### config.mk
export PLATFORM = sky130hd
export DESIGN_NAME = cam_decoder
export DESIGN_NICKNAME = d
export VERILOG_FILES = /design/src/rtl/cam_pkg.sv /design/src/rtl/cam_cond_if.sv /design/src/rtl/cam_cond.sv /design/src/rtl/cam_decoder.sv
export VERILOG_INCLUDE_DIRS = /design/src /design/src/rtl
export SDC_FILE = /design/constraint.sdc
export NUM_CORES = 1
export LEC_CHECK = 0
export ABC_AREA = 1
export BUFFER_PORTS_ARGS = -buffer_cell sky130_fd_sc_hd__buf_4
export CAP_MARGIN = 20
export CORE_AREA = 2 2 120 122
export CTS_CLUSTER_DIAMETER = 30
export DETAILED_ROUTE_END_ITERATION = 8
export DIE_AREA = 0 0 122 124
export PLACE_DENSITY = 0.8
export SKIP_LAST_GASP = 1
export SYNTH_ARGS = -nofsm -noshare
export SYNTH_HDL_FRONTEND = slang
export SYNTH_SLANG_ARGS = --single-unit
### constraint.sdc
create_clock -name ref_clk_in -period 4.3 [get_ports ref_clk_in]
set_input_delay 0.645 -clock ref_clk_in [delete_from_list [all_inputs] [get_ports ref_clk_in]]
set_output_delay 0.645 -clock ref_clk_in [all_outputs]
set_load 0.03 [all_outputs]
### src/rtl/cam_regs.svh
// constants for the cpu address mode decoder: prefix codes, reset values
// assumes it is included by bare name from the condition evaluator and the decoder
// What this block does
// - indexed address is unsigned sum of index register and offset
// - no-offset indexed takes no extra byte; address is index, page zero
// - short indexed fetches one offset byte; sum reaches 1FE, no wrap
// - long indexed fetches a two-byte offset, reaching all 64 Kbyte
// - short indirect reads a byte pointer from a page-zero address byte
// - long indirect reads a word pointer from a page-zero address byte
// - indirect indexed adds index to the pointer read from memory
// - short form uses byte pointer up to 1FE; long form word pointer
// - relative forms add a sign-extended 8-bit offset to the pc
// - relative direct offset follows opcode; indirect reads it from memory
// - short-only instruction classes refuse every long addressing form
// - prefix 90 makes an x form use the y register
// - prefix 92 turns direct, relative and bit forms into indirect, except bit test and jump
// - prefix 92 turns x indexed into indirect x indexed
// - prefix 91 turns x indexed into y indirect indexed
// - instruction is optional prefix, opcode, then zero to two bytes
// - conditional jumps test half carry, mask level, n, z, c or c|z
// - two jumps test the external interrupt pin high or low
`ifndef CAM_REGS_SVH
`define CAM_REGS_SVH

`define CAM_PFX_Y      8'h90
`define CAM_PFX_IYI    8'h91
`define CAM_PFX_IND    8'h92
`define CAM_PAGE0      8'h00
`define CAM_MASK_LVL3  2'h3
`define CAM_RST_WORD   16'h0000
`define CAM_RST_BYTE   8'h00

`endif

### src/rtl/cam_pkg.sv
// types shared by the address mode decoder and its condition evaluator
// assumes nothing beyond a systemverilog compiler
package cam_pkg;

    // addressing mode as the opcode table gives it, and after prefixes
    typedef enum logic [3:0] {
        M_INH   = 4'h0, M_IMM   = 4'h1, M_DIR_S = 4'h2, M_DIR_L = 4'h3,
        M_IDX0  = 4'h4, M_IDX_S = 4'h5, M_IDX_L = 4'h6, M_IND_S = 4'h7,
        M_IND_L = 4'h8, M_IIX_S = 4'h9, M_IIX_L = 4'hA, M_REL_D = 4'hB,
        M_REL_I = 4'hC, M_BIT_D = 4'hD, M_BIT_I = 4'hE, M_BTJ_D = 4'hF
    } cam_mode_t;

    // branch condition of a relative jump
    typedef enum logic [3:0] {
        C_ALWAYS       = 4'h0, C_NEVER      = 4'h1,
        C_HALF_SET     = 4'h2, C_HALF_CLR   = 4'h3,
        C_MASK_LVL3    = 4'h4, C_NOT_LVL3   = 4'h5,
        C_NEG_SET      = 4'h6, C_NEG_CLR    = 4'h7,
        C_ZERO_SET     = 4'h8, C_ZERO_CLR   = 4'h9,
        C_CARRY_SET    = 4'hA, C_CARRY_CLR  = 4'hB,
        C_UNS_GREATER  = 4'hC, C_UNS_LE     = 4'hD,
        C_IRQ_HIGH     = 4'hE, C_IRQ_LOW    = 4'hF
    } cam_cond_t;

    typedef enum logic [1:0] {
        P_NONE = 2'h0, P_Y = 2'h1, P_IND = 2'h2, P_IYI = 2'h3
    } cam_pfx_t;

    // gray along idle -> prefix -> operands -> pointer -> done
    typedef enum logic [2:0] {
        S_IDLE = 3'b000, S_OPC = 3'b001, S_OPR = 3'b011,
        S_PTR  = 3'b010, S_DONE = 3'b110
    } cam_state_t;

endpackage : cam_pkg

### src/rtl/cam_cond_if.sv
// carrier between the decoder and its branch condition evaluator
// assumes cam_pkg is compiled first
`timescale 1ns/1ns
interface cam_cond_if;
    import cam_pkg::*;
    cam_cond_t  cond;
    logic       half_carry;
    logic       negative;
    logic       zero;
    logic       carry;
    logic [1:0] interrupt_mask_level;
    logic       irq_pin;
    logic       taken;

    modport eval (input cond, half_carry, negative, zero, carry,
                  input interrupt_mask_level, irq_pin, output taken);
    modport user (output cond, half_carry, negative, zero, carry,
                  output interrupt_mask_level, irq_pin, input taken);
endinterface : cam_cond_if

### src/rtl/cam_cond.sv
// branch condition evaluator for the relative jump family
// assumes flags are stable while the decoder samples taken
`timescale 1ns/1ns
`include "cam_regs.svh"
module cam_cond
    import cam_pkg::*;
(
    // condition and flags in, decision out
    cam_cond_if.eval bus
);

    logic lvl3;

    // mask level 3 means both mask bits set
    assign lvl3 = (bus.interrupt_mask_level == `CAM_MASK_LVL3);

    // pure decode; the decoder registers the result
    always_comb begin
        case (bus.cond)
            C_ALWAYS:      bus.taken = 1'b1;
            C_NEVER:       bus.taken = 1'b0;
            C_HALF_SET:    bus.taken = bus.half_carry;
            C_HALF_CLR:    bus.taken = ~bus.half_carry;
            C_MASK_LVL3:   bus.taken = lvl3;
            C_NOT_LVL3:    bus.taken = ~lvl3;
            C_NEG_SET:     bus.taken = bus.negative;
            C_NEG_CLR:     bus.taken = ~bus.negative;
            C_ZERO_SET:    bus.taken = bus.zero;
            C_ZERO_CLR:    bus.taken = ~bus.zero;
            C_CARRY_SET:   bus.taken = bus.carry;
            C_CARRY_CLR:   bus.taken = ~bus.carry;
            C_UNS_GREATER: bus.taken = ~(bus.carry | bus.zero);
            C_UNS_LE:      bus.taken = bus.carry | bus.zero;
            C_IRQ_HIGH:    bus.taken = bus.irq_pin;
            C_IRQ_LOW:     bus.taken = ~bus.irq_pin;
            default:       bus.taken = 1'b0;
        endcase
    end

endmodule : cam_cond

### src/rtl/cam_decoder.sv
// address mode decoder: prefix handling, operand byte collection,
// pointer reads and effective address / branch target formation
// assumes the opcode table presents mode, class and condition with the
// opcode byte, and that pc_in holds the address after the instruction
`timescale 1ns/1ns
`include "cam_regs.svh"
module cam_decoder
    import cam_pkg::*;
(
    // clock and reset
    input  wire logic        ref_clk_in,
    input  wire logic        nrst_in,
    // instruction byte stream from fetch
    input  wire logic        byte_valid_in,
    input  wire logic [7:0]  byte_in,
    output logic             byte_ready_out,
    // opcode class, valid alongside the opcode byte
    input  wire cam_mode_t   mode_in,
    input  wire logic        short_only_in,
    input  wire cam_cond_t   cond_in,
    // cpu state
    input  wire logic [7:0]  x_reg_in,
    input  wire logic [7:0]  y_reg_in,
    input  wire logic [15:0] pc_in,
    input  wire logic        half_carry_in,
    input  wire logic        negative_in,
    input  wire logic        zero_in,
    input  wire logic        carry_in,
    input  wire logic [1:0]  interrupt_mask_level_in,
    input  wire logic        irq_pin_in,
    // pointer read port
    output logic             mem_req_out,
    output logic [15:0]      mem_addr_out,
    input  wire logic        mem_ack_in,
    input  wire logic [7:0]  mem_rdata_in,
    // results
    output logic             ea_valid_out,
    output logic [15:0]      ea_out,
    output cam_mode_t        mode_out,
    output logic             index_y_out,
    output logic             illegal_out,
    output logic             branch_out,
    output logic             branch_taken_out,
    output logic [15:0]      target_out
);

    // classify an incoming byte as one of the three prefixes
    function automatic cam_pfx_t pfx_kind(input logic [7:0] b);
        case (b)
            `CAM_PFX_Y:   pfx_kind = P_Y;
            `CAM_PFX_IYI: pfx_kind = P_IYI;
            `CAM_PFX_IND: pfx_kind = P_IND;
            default:      pfx_kind = P_NONE;
        endcase
    endfunction : pfx_kind

    // mode after the prefix has been applied
    function automatic cam_mode_t apply_pfx(input cam_mode_t m,
                                            input cam_pfx_t p);
        apply_pfx = m;
        if (p == P_IND) begin
            case (m)
                M_DIR_S: apply_pfx = M_IND_S;
                M_DIR_L: apply_pfx = M_IND_L;
                M_REL_D: apply_pfx = M_REL_I;
                M_BIT_D: apply_pfx = M_BIT_I;
                M_IDX_S: apply_pfx = M_IIX_S;
                M_IDX_L: apply_pfx = M_IIX_L;
                default: apply_pfx = m;
            endcase
        end else if (p == P_IYI) begin
            case (m)
                M_IDX_S: apply_pfx = M_IIX_S;
                M_IDX_L: apply_pfx = M_IIX_L;
                default: apply_pfx = m;
            endcase
        end
    endfunction : apply_pfx

    // y replaces x for plain x forms under 90, indirect indexed under 91
    function automatic logic pfx_y(input cam_mode_t m, input cam_pfx_t p);
        case (p)
            P_Y:     pfx_y = (m == M_INH) || (m == M_IMM) || (m == M_DIR_S)
                          || (m == M_DIR_L) || (m == M_IDX0)
                          || (m == M_IDX_S) || (m == M_IDX_L);
            P_IYI:   pfx_y = (m == M_IDX_S) || (m == M_IDX_L);
            default: pfx_y = 1'b0;
        endcase
    endfunction : pfx_y

    // bytes that follow the opcode
    function automatic logic [1:0] opr_need(input cam_mode_t m);
        case (m)
            M_INH, M_IDX0:          opr_need = 2'd0;
            M_DIR_L, M_IDX_L,
            M_BTJ_D:                opr_need = 2'd2;
            default:                opr_need = 2'd1;
        endcase
    endfunction : opr_need

    // pointer bytes read from memory
    function automatic logic [1:0] ptr_need(input cam_mode_t m);
        case (m)
            M_IND_S, M_IIX_S,
            M_REL_I, M_BIT_I:       ptr_need = 2'd1;
            M_IND_L, M_IIX_L:       ptr_need = 2'd2;
            default:                ptr_need = 2'd0;
        endcase
    endfunction : ptr_need

    function automatic logic is_long(input cam_mode_t m);
        is_long = (m == M_DIR_L) || (m == M_IDX_L) || (m == M_IND_L)
               || (m == M_IIX_L);
    endfunction : is_long

    function automatic logic is_branch(input cam_mode_t m);
        is_branch = (m == M_REL_D) || (m == M_REL_I) || (m == M_BTJ_D);
    endfunction : is_branch

    // zero-extended sum, so short forms reach 1FE without wrapping
    function automatic logic [15:0] add_idx(input logic [15:0] base,
                                            input logic [7:0]  idx);
        add_idx = base + {`CAM_PAGE0, idx};
    endfunction : add_idx

    // pc plus sign-extended offset
    function automatic logic [15:0] rel_target(input logic [15:0] pc,
                                               input logic [7:0]  off);
        rel_target = pc + {{8{off[7]}}, off};
    endfunction : rel_target

    function automatic logic takes_bytes(input cam_state_t s);
        takes_bytes = (s == S_IDLE) || (s == S_OPC) || (s == S_OPR);
    endfunction : takes_bytes

    // reset release through two flops
    logic rst_meta_n_ff;
    logic rst_n_ff;

    always_ff @(posedge ref_clk_in or negedge nrst_in) begin
        if (!nrst_in) begin
            rst_meta_n_ff <= 1'b0;
            rst_n_ff      <= 1'b0;
        end else begin
            rst_meta_n_ff <= 1'b1;
            rst_n_ff      <= rst_meta_n_ff;
        end
    end

    cam_state_t  state_ff;
    cam_state_t  nxt_state;
    cam_pfx_t    pfx_ff;
    cam_mode_t   mode_ff;
    cam_mode_t   eff_mode;
    cam_cond_t   cond_ff;
    logic        use_y_ff;
    logic        bad_ff;
    logic        bad;
    logic [1:0]  left_ff;
    logic [1:0]  ptr_left_ff;
    logic [15:0] opr_ff;
    logic [15:0] nxt_opr;
    logic [15:0] ptr_ff;
    logic        byte_ready_ff;
    logic        take;
    logic        op_take;
    logic        is_pfx;
    logic [7:0]  idx;
    cam_cond_if  cbus ();

    // condition evaluator sees the latched condition and live flags
    cam_cond u_cond (
        .bus (cbus.eval)
    );

    assign cbus.cond                 = cond_ff;
    assign cbus.half_carry           = half_carry_in;
    assign cbus.negative             = negative_in;
    assign cbus.zero                 = zero_in;
    assign cbus.carry                = carry_in;
    assign cbus.interrupt_mask_level = interrupt_mask_level_in;
    assign cbus.irq_pin              = irq_pin_in;

    // byte handshake and opcode recognition
    assign take     = byte_valid_in & byte_ready_ff;
    assign is_pfx   = (pfx_kind(byte_in) != P_NONE);
    assign op_take  = take & ~is_pfx & ((state_ff == S_IDLE)
                    | (state_ff == S_OPC));
    assign eff_mode = apply_pfx(mode_in, pfx_ff);
    assign bad      = short_only_in & is_long(eff_mode);
    assign idx      = use_y_ff ? y_reg_in : x_reg_in;
    // high byte comes first, so each new byte shifts in at the bottom
    assign nxt_opr  = {opr_ff[7:0], byte_in};
    // ready leaves straight from its flop, no decode on the port
    assign byte_ready_out = byte_ready_ff;

    // next state; a refused opcode still passes through done once
    always_comb begin
        nxt_state = state_ff;
        case (state_ff)
            S_IDLE, S_OPC: begin
                if (take && is_pfx) begin
                    nxt_state = S_OPC;      // a repeated prefix replaces
                end else if (op_take) begin
                    if (bad || opr_need(eff_mode) == 2'd0) begin
                        nxt_state = S_DONE;
                    end else begin
                        nxt_state = S_OPR;
                    end
                end
            end
            S_OPR: begin
                if (take && left_ff == 2'd1) begin
                    nxt_state = (ptr_need(mode_ff) != 2'd0) ? S_PTR : S_DONE;
                end
            end
            S_PTR: begin
                if (mem_ack_in && ptr_left_ff == 2'd1) begin
                    nxt_state = S_DONE;
                end
            end
            S_DONE:  nxt_state = S_IDLE;
            default: nxt_state = S_IDLE;
        endcase
    end

    // state and byte ready, the latter registered from the next state
    always_ff @(posedge ref_clk_in or negedge rst_n_ff) begin
        if (!rst_n_ff) begin
            state_ff      <= S_IDLE;
            byte_ready_ff <= 1'b0;
        end else begin
            state_ff      <= nxt_state;
            byte_ready_ff <= takes_bytes(nxt_state);
        end
    end

    // prefix lives until the instruction it modifies is finished
    always_ff @(posedge ref_clk_in or negedge rst_n_ff) begin
        if (!rst_n_ff) begin
            pfx_ff <= P_NONE;
        end else if (take && is_pfx && state_ff != S_OPR) begin
            pfx_ff <= pfx_kind(byte_in);
        end else if (state_ff == S_DONE) begin
            pfx_ff <= P_NONE;
        end
    end

    // opcode class captured with the opcode byte
    always_ff @(posedge ref_clk_in or negedge rst_n_ff) begin
        if (!rst_n_ff) begin
            mode_ff  <= M_INH;
            cond_ff  <= C_NEVER;
            use_y_ff <= 1'b0;
            bad_ff   <= 1'b0;
        end else if (op_take) begin
            mode_ff  <= eff_mode;
            cond_ff  <= cond_in;
            use_y_ff <= pfx_y(mode_in, pfx_ff);
            bad_ff   <= bad;
        end
    end

    // operand bytes after the opcode, zero to two of them
    always_ff @(posedge ref_clk_in or negedge rst_n_ff) begin
        if (!rst_n_ff) begin
            opr_ff  <= `CAM_RST_WORD;
            left_ff <= 2'd0;
        end else if (op_take) begin
            opr_ff  <= `CAM_RST_WORD;
            left_ff <= opr_need(eff_mode);
        end else if (state_ff == S_OPR && take) begin
            opr_ff  <= nxt_opr;
            left_ff <= left_ff - 2'd1;
        end
    end

    // pointer reads from page zero; word pointers take the next address
    always_ff @(posedge ref_clk_in or negedge rst_n_ff) begin
        if (!rst_n_ff) begin
            mem_req_out  <= 1'b0;
            mem_addr_out <= `CAM_RST_WORD;
            ptr_left_ff  <= 2'd0;
            ptr_ff       <= `CAM_RST_WORD;
        end else if (state_ff == S_OPR && nxt_state == S_PTR) begin
            mem_req_out  <= 1'b1;
            mem_addr_out <= {`CAM_PAGE0, nxt_opr[7:0]};
            ptr_left_ff  <= ptr_need(mode_ff);
            ptr_ff       <= `CAM_RST_WORD;
        end else if (state_ff == S_PTR && mem_ack_in) begin
            ptr_ff       <= {ptr_ff[7:0], mem_rdata_in};
            mem_addr_out <= mem_addr_out + 16'h0001;
            ptr_left_ff  <= ptr_left_ff - 2'd1;
            mem_req_out  <= (ptr_left_ff != 2'd1);
        end
    end

    // effective address and branch target, formed in the done cycle
    always_ff @(posedge ref_clk_in or negedge rst_n_ff) begin
        if (!rst_n_ff) begin
            ea_out      <= `CAM_RST_WORD;
            target_out  <= `CAM_RST_WORD;
            mode_out    <= M_INH;
            index_y_out <= 1'b0;
        end else if (state_ff == S_DONE && !bad_ff) begin
            mode_out    <= mode_ff;
            index_y_out <= use_y_ff;
            target_out  <= pc_in;
            case (mode_ff)
                M_DIR_S, M_BIT_D: ea_out <= {`CAM_PAGE0, opr_ff[7:0]};
                M_DIR_L: ea_out <= opr_ff;
                M_IDX0:  ea_out <= {`CAM_PAGE0, idx};
                M_IDX_S: ea_out <= add_idx({`CAM_PAGE0, opr_ff[7:0]},
                                           idx);
                M_IDX_L: ea_out <= add_idx(opr_ff, idx);
                M_IND_S, M_BIT_I: ea_out <= {`CAM_PAGE0, ptr_ff[7:0]};
                M_IND_L: ea_out <= ptr_ff;
                M_IIX_S: ea_out <= add_idx({`CAM_PAGE0, ptr_ff[7:0]},
                                           idx);
                M_IIX_L: ea_out <= add_idx(ptr_ff, idx);
                M_REL_D: target_out <= rel_target(pc_in, opr_ff[7:0]);
                M_REL_I: target_out <= rel_target(pc_in, ptr_ff[7:0]);
                M_BTJ_D: begin
                    ea_out     <= {`CAM_PAGE0, opr_ff[15:8]};
                    target_out <= rel_target(pc_in, opr_ff[7:0]);
                end
                default: ea_out <= opr_ff;   // immediate and inherent
            endcase
        end
    end

    // one-cycle result strobes
    always_ff @(posedge ref_clk_in or negedge rst_n_ff) begin
        if (!rst_n_ff) begin
            ea_valid_out     <= 1'b0;
            illegal_out      <= 1'b0;
            branch_out       <= 1'b0;
            branch_taken_out <= 1'b0;
        end else begin
            ea_valid_out     <= (state_ff == S_DONE) & ~bad_ff;
            illegal_out      <= (state_ff == S_DONE) & bad_ff;
            branch_out       <= (state_ff == S_DONE) & ~bad_ff
                              & is_branch(mode_ff);
            // flags are taken at the done cycle, after any pointer read
            branch_taken_out <= (state_ff == S_DONE) & ~bad_ff
                              & is_branch(mode_ff) & cbus.taken;
        end
    end

endmodule : cam_decoder

### Yosys cells after proc, flatten, opt, wreduce, memory -nomap -nowiden

Cells that the tools add are included.
W data, S select, Z words.

* bits in read-only memories: 0
* flip-flop bits (word level): 112
* bits in latches: 0
* input port bits: 68
* word-level logic and storage cells: 195
* bits in writable memories: 0
* memories: 0

* shift-type cells: 0
* multiply operators: 0
* equality and inequality tests: 60
* add/subtract/negate cells: 9
* divide/modulo/power cells: 0
* $lt $le $gt $ge: 0
* muxes and demuxes: 38
* reduce and logical (&&, ||, !) cells: 45
* bitwise operators: 20

Operators by type and width (number)
* $pmux W16 S10: 1
* $mux W16: 6
* $eq A4 B4 Y1 const B: 21
* $eq A4 B3 Y1 const B: 13
* $add A16 B16 Y16: 2
* $add A16 B8 Y16: 2
* $pmux W16 S2: 1
* $eq A4 B2 Y1 const B: 6
* $eq A8 B8 Y1 const B: 3
* $pmux W4 S6: 1
* $mux W2: 11
* $add A8 B8 Y9: 2
* $mux W3: 6
* $add A16 B1 Y16 const B: 1
* $pmux W1 S16: 1
* $logic_or A1 B1 Y1: 15
* $reduce_or A2 Y1: 7
* $eq A3 B2 Y1 const B: 4
* $logic_not A4 Y1: 3
* $not A1 Y1: 10
* $reduce_bool A2 Y1: 5
* $pmux W3 S3: 1
* $and A1 B1 Y1: 8
* $eq A4 B1 Y1 const B: 2
* 22 further kinds: 40

### Longest topological paths before layout

* depth in word-level cells: 19
* depth in mapped cells: 23
* depth with buffers taken out: 20

### Hierarchy

Synthesis repeated with hierarchy kept, for this count alone.

* cell total of the unflattened synthesis: 1099
* area total of the unflattened synthesis: 7737.4 um2

Modules (own cells, without submodules)
* cam_decoder: seq. area each 2803.9 um2, area each 7549.7 um2, instances 1, cells an instance 1056
* cam_cond: seq. area each 0.0 um2, area each 187.7 um2, instances 1, cells an instance 43

### Worst setup path before layout

No wires, ideal clock.

* kind: flip-flop to flip-flop
* start: reg mode_ff[1]
* end: reg ea_out[14]
* setup slack: 1.109 ns
* required time: 4.182 ns
* arrival: 3.073 ns
* setup time: 0.118 ns
* cell stages (with the launch flop): 20
* path buffers: 3
* cells stage by stage: dfrtp_1 -> inv_1 -> nor2_2 -> nand2_1 -> buf_2 -> clkbuf_1 -> clkbuf_1 -> o21ai_0 -> ha_1 -> inv_1 -> o31ai_1 -> nand4_1 -> nand2_1 -> nand2_1 -> nor2_2 -> nand2_1 -> o21ai_0 -> o211ai_1 -> nand2_1 -> nand2_1

* longest elaborated chain between the ends: 4
* elaborated cells between the ends (all ways): 19
* those cells by class: eq/ne: 13; mux: 1; bitwise: 1; reduce/logical: 4

RTL lines
* start: declaration: RTL line cam_decoder.sv:153 `cam_mode_t mode_ff;`
* start signal: assignment: RTL line cam_decoder.sv:257 `mode_ff <= eff_mode;`
* parallel branches: the longest is 4 deep, another holds $pmux W16 S10
* end signal: assignment: RTL line cam_decoder.sv:310 `` M_DIR_S, M_BIT_D: ea_out <= {`CAM_PAGE0, opr_ff[7:0]}; ``
* end signal: assignment: RTL line cam_decoder.sv:311 `M_DIR_L: ea_out <= opr_ff;`
* end signal: assignment: RTL line cam_decoder.sv:312 `` M_IDX0: ea_out <= {`CAM_PAGE0, idx}; ``
* end: declaration: RTL line cam_decoder.sv:38 `output logic [15:0] ea_out,`

Several ways; the timed one is not identified.
A chain may end at the register's enable or synchronous reset.

### Worst setup path in the final report

Same ends and word-level chain as after synthesis.

==> flow_summary.yaml <==
worst_setup_path:
  critPathKind: "reg -> reg"
  startpoint: "mode_ff[1]"
  start_kind: "flip-flop"
  cp-end-kind: "flip-flop"
  r2r_cells: 17
  crit_end: "ea_out[14]"
  rrSetupSlack_ns: 0.50
  cp.required_ns: 4.60
  reg2reg_to: "ea_out[14]"
  reg2reg_from: "mode_ff[1]"
  crit_fanout: 32
  crit_arrival_ns: 4.11
floorplan:
  die_h_um: 124
  num_rows: 43
  core_area_um2: 13700
  die_x_um: 122
  start_util_pct: 57.1
  die_area_um2: 15100
  pin_count: 127
synth:
  synth_edf_count: 0
  synth_fp_nets: 1174
  netlist_area_um2: 7830
  synth_cell_type_count: 54
  synth-seq-area-share_pct: 35.8
  yosys_warnings: 0
  syn_avg_cell_area_um2: 7.33
  synth_cells: 1069
  synth_top_flop_cell: "dfrtp_1"
  synthArstFlopShare_pct: 100
  synth-seq-cells: 112
cts:
  clk_pin_slew_ns: 0.07
  cts_setup_buffers: 0
  htreeDepth: 3
  tritoncts: "built"
  clock-sinks: 112
  cts_resized: 0
  clockRootBuffer: "clkbuf_16"
  cts_made_buffers: 9
  cts_buffer_depth: 2
  ctsHoldBuffers: 0
  clk_latency_ns: 0.36
final_layout:
  final_cell_mix: "254 x nand2_1, 133 x buf_4, 132 x inv_1"
  areaGrowthSynthToFinish_pct: 17.2
  fillers: 1224
  diodes: 0
  final_common_cell: "nand2_1"
  fin_nets: 1290
  multi_input_area_um2: 4260
  final-seq-area_um2: 2810
  drive_above_1_share_pct: 19.7
detailed_routing:
  detail_route.vias_per_cell: 5.72
  ant_nets: 0
  vias: 7832
  drtIter0Drc: 815
  finalWirelength_mm: 22.4
  drc: 0
  dr.pass1.iters: 7
  wire_per_inst_um: 16.4
power_and_ir_drop:
  cellLeakagePower_nw: 4.71
  switchingPower_mw: 3.10
  p_total_mw: 6.16
  seqPwrFrac_pct: 29.6
  comb_power_share_pct: 57.3
  power.density_nw_per_um2: 671
  p_clk_share_pct: 13.1
  ir_worst_vdd_v: 0.000355
  sw_frac_of_total_pct: 50.3
  p_int_mw: 3.06
global_route:
  grt_pass1_vias: 7256
  grt_max_degree: 68
  grt_pass1_wl_mm: 36.3
  overflow: 0
  grt_use_total_pct: 30.6
  antenna_found_initial: 0
place:
  port_buffers: 126
  hpwl_mm: 17.1
  gp_congestion: 1.07
sta:
  tightest_slew_ns: 0.928
  grt_setup_unrepaired: "no"
  final.min_clock_period_ns: 3.80
  finalSetupViolations: 0
  fmax_ghz: 0.263
  slew_viol_final: 0
  setup-tns-final_ns: 0
  final-hold-violation-count: 0
  timing.final.crit_share_pct: 88.5
  maxSlewHeadroom_pct: 38.0
  finalClockSkew_ns: 0.0104
run:
  max-cap-violations: 0
outcome:
  status: "finished, final reports clean"
hold_path:
  min_path_type: "in -> async"
[per-stage QoR]
stage | util (%) | cell area, um^2 | instances | hold WS (ns) | worst slack, ns
floorplan | - | 7830 | 1069 | 0.331 | 0.951
global placement | 64.9 | 8900 | 1354 | 0.335 | 0.861
detailed placement | 64.9 | 8900 | 1354 | 0.339 | 0.650
CTS | 66.9 | 9180 | 1369 | 0.0372 | 0.629
global route | 66.9 | 9180 | 1369 | 0.0309 | 0.0659
finish | 66.9 | 9180 | 1369 | 0.0477 | 0.495
[critical path, stage by stage, from the launching register on]
cell      delay, ns
dfrtp_1        0.44
inv_1          0.11
nor2_2         0.14
nand2_1        0.56
o21ai_0        0.63
fa_1           0.30
inv_1          0.07
o31ai_1        0.38
nand4_1        0.20
nand2_1        0.10
nand2_1        0.10
nor2_2         0.14
nand2_1        0.09
a21oi_1        0.14
o21ai_0        0.11
o211ai_1       0.10
nand2_1        0.07
nand2_1        0.06
[power by group through the flow]
stage               clock, mW  sequential [mW]  combinational, mW
floorplan                   0             2.12               2.05
global placement            0             1.80               3.38
detailed placement          0             1.82               3.45
CTS                     0.829             1.81               3.48
global route            0.869             1.86               3.89
finish                  0.808             1.82               3.53
[registers in the layout (all words and copies together) (netlist names), 2 cells and up]
name / flops
state_ff: 3
cbus.cond: 4
left_ff: 2
mode_out: 4
pfx_ff: 2
mem_addr_out: 16
ea_out: 16
ptr_left_ff: 2
mode_ff: 4
ptr_ff: 16
opr_ff: 16
target_out: 16
[cells in the mapped netlist, types with 2 or more instances]
library cell	instances	area, um^2
buf_2	3	15.0
nand2_1	254	953
o21bai_1	2	15.0
ha_1	34	425
o31ai_1	6	45.0
a221oi_1	4	35.0
a32oi_1	5	43.8
o221ai_1	5	43.8
nand2_2	10	62.6
a21oi_1	70	350
fa_1	3	60.1
xnor2_1	5	43.8
dfrtp_1	111	2780
nor3_1	9	45.0
o211ai_2	12	150
xor2_1	11	96.3
a41oi_1	3	26.3
nor2_4	4	45.0
or2_2	8	50.1
clkbuf_1	21	78.8
inv_1	132	495
o211ai_1	17	128
clkinv_1	7	26.3
nand3_1	60	300
nand4_1	14	87.6
o21ai_0	105	526
nand3_2	8	80.1
a31oi_1	3	18.8
inv_2	24	90.1
nor2_2	7	43.8
o21a_1	4	30.0
a2111oi_0	3	26.3
nor2_1	72	270
o21ai_1	3	15.0
o22ai_1	7	43.8
buf_12	3	60.1
a21boi_0	2	15.0
nand3b_1	2	15.0
[cell type report]
type                       count  share of cell area [%]
clock buffer                   9                    2.45
clock inverter                 6                   0.600
inverter                     163                    6.67
multi-input combinational    766                    46.4
sequential                   112                    30.6
tap                          180                    2.45
timing repair buffer         133                    10.9
[kinds of logic after synthesis]
logic type	synth area share [%]
XOR/XNOR	1.79
AND/OR/NAND/NOR	26.1
other	0.0479
adder cells (fa/ha/maj)	6.20
AO/OA/AOI/OAI	20.2
buffers and inverters	9.87
flip-flops	35.8
[metal layers]
layer  up-vias  wire length [um]  track usage, %
li1       3795                 -               -
met4         0               683            9.99
met1      3612              9270            40.9
met5         -                 0               0
met2       362             10300            49.3
met3        63              2130            7.14
[worst min-delay path by stage]
stage	start	cells past startpoint	slack (ns)	to
after floorplan	rst_meta_n_ff	0	0.33	rst_n_ff
after global placement	rst_meta_n_ff	0	0.33	rst_n_ff
after detailed placement	rst_meta_n_ff	0	0.34	rst_n_ff
after CTS	nrst_in	1	0.04	rst_n_ff
after global routing	nrst_in	1	0.03	rst_n_ff
final	nrst_in	1	0.05	rst_n_ff
Note: power is estimated with default switching activity, not from simulation.
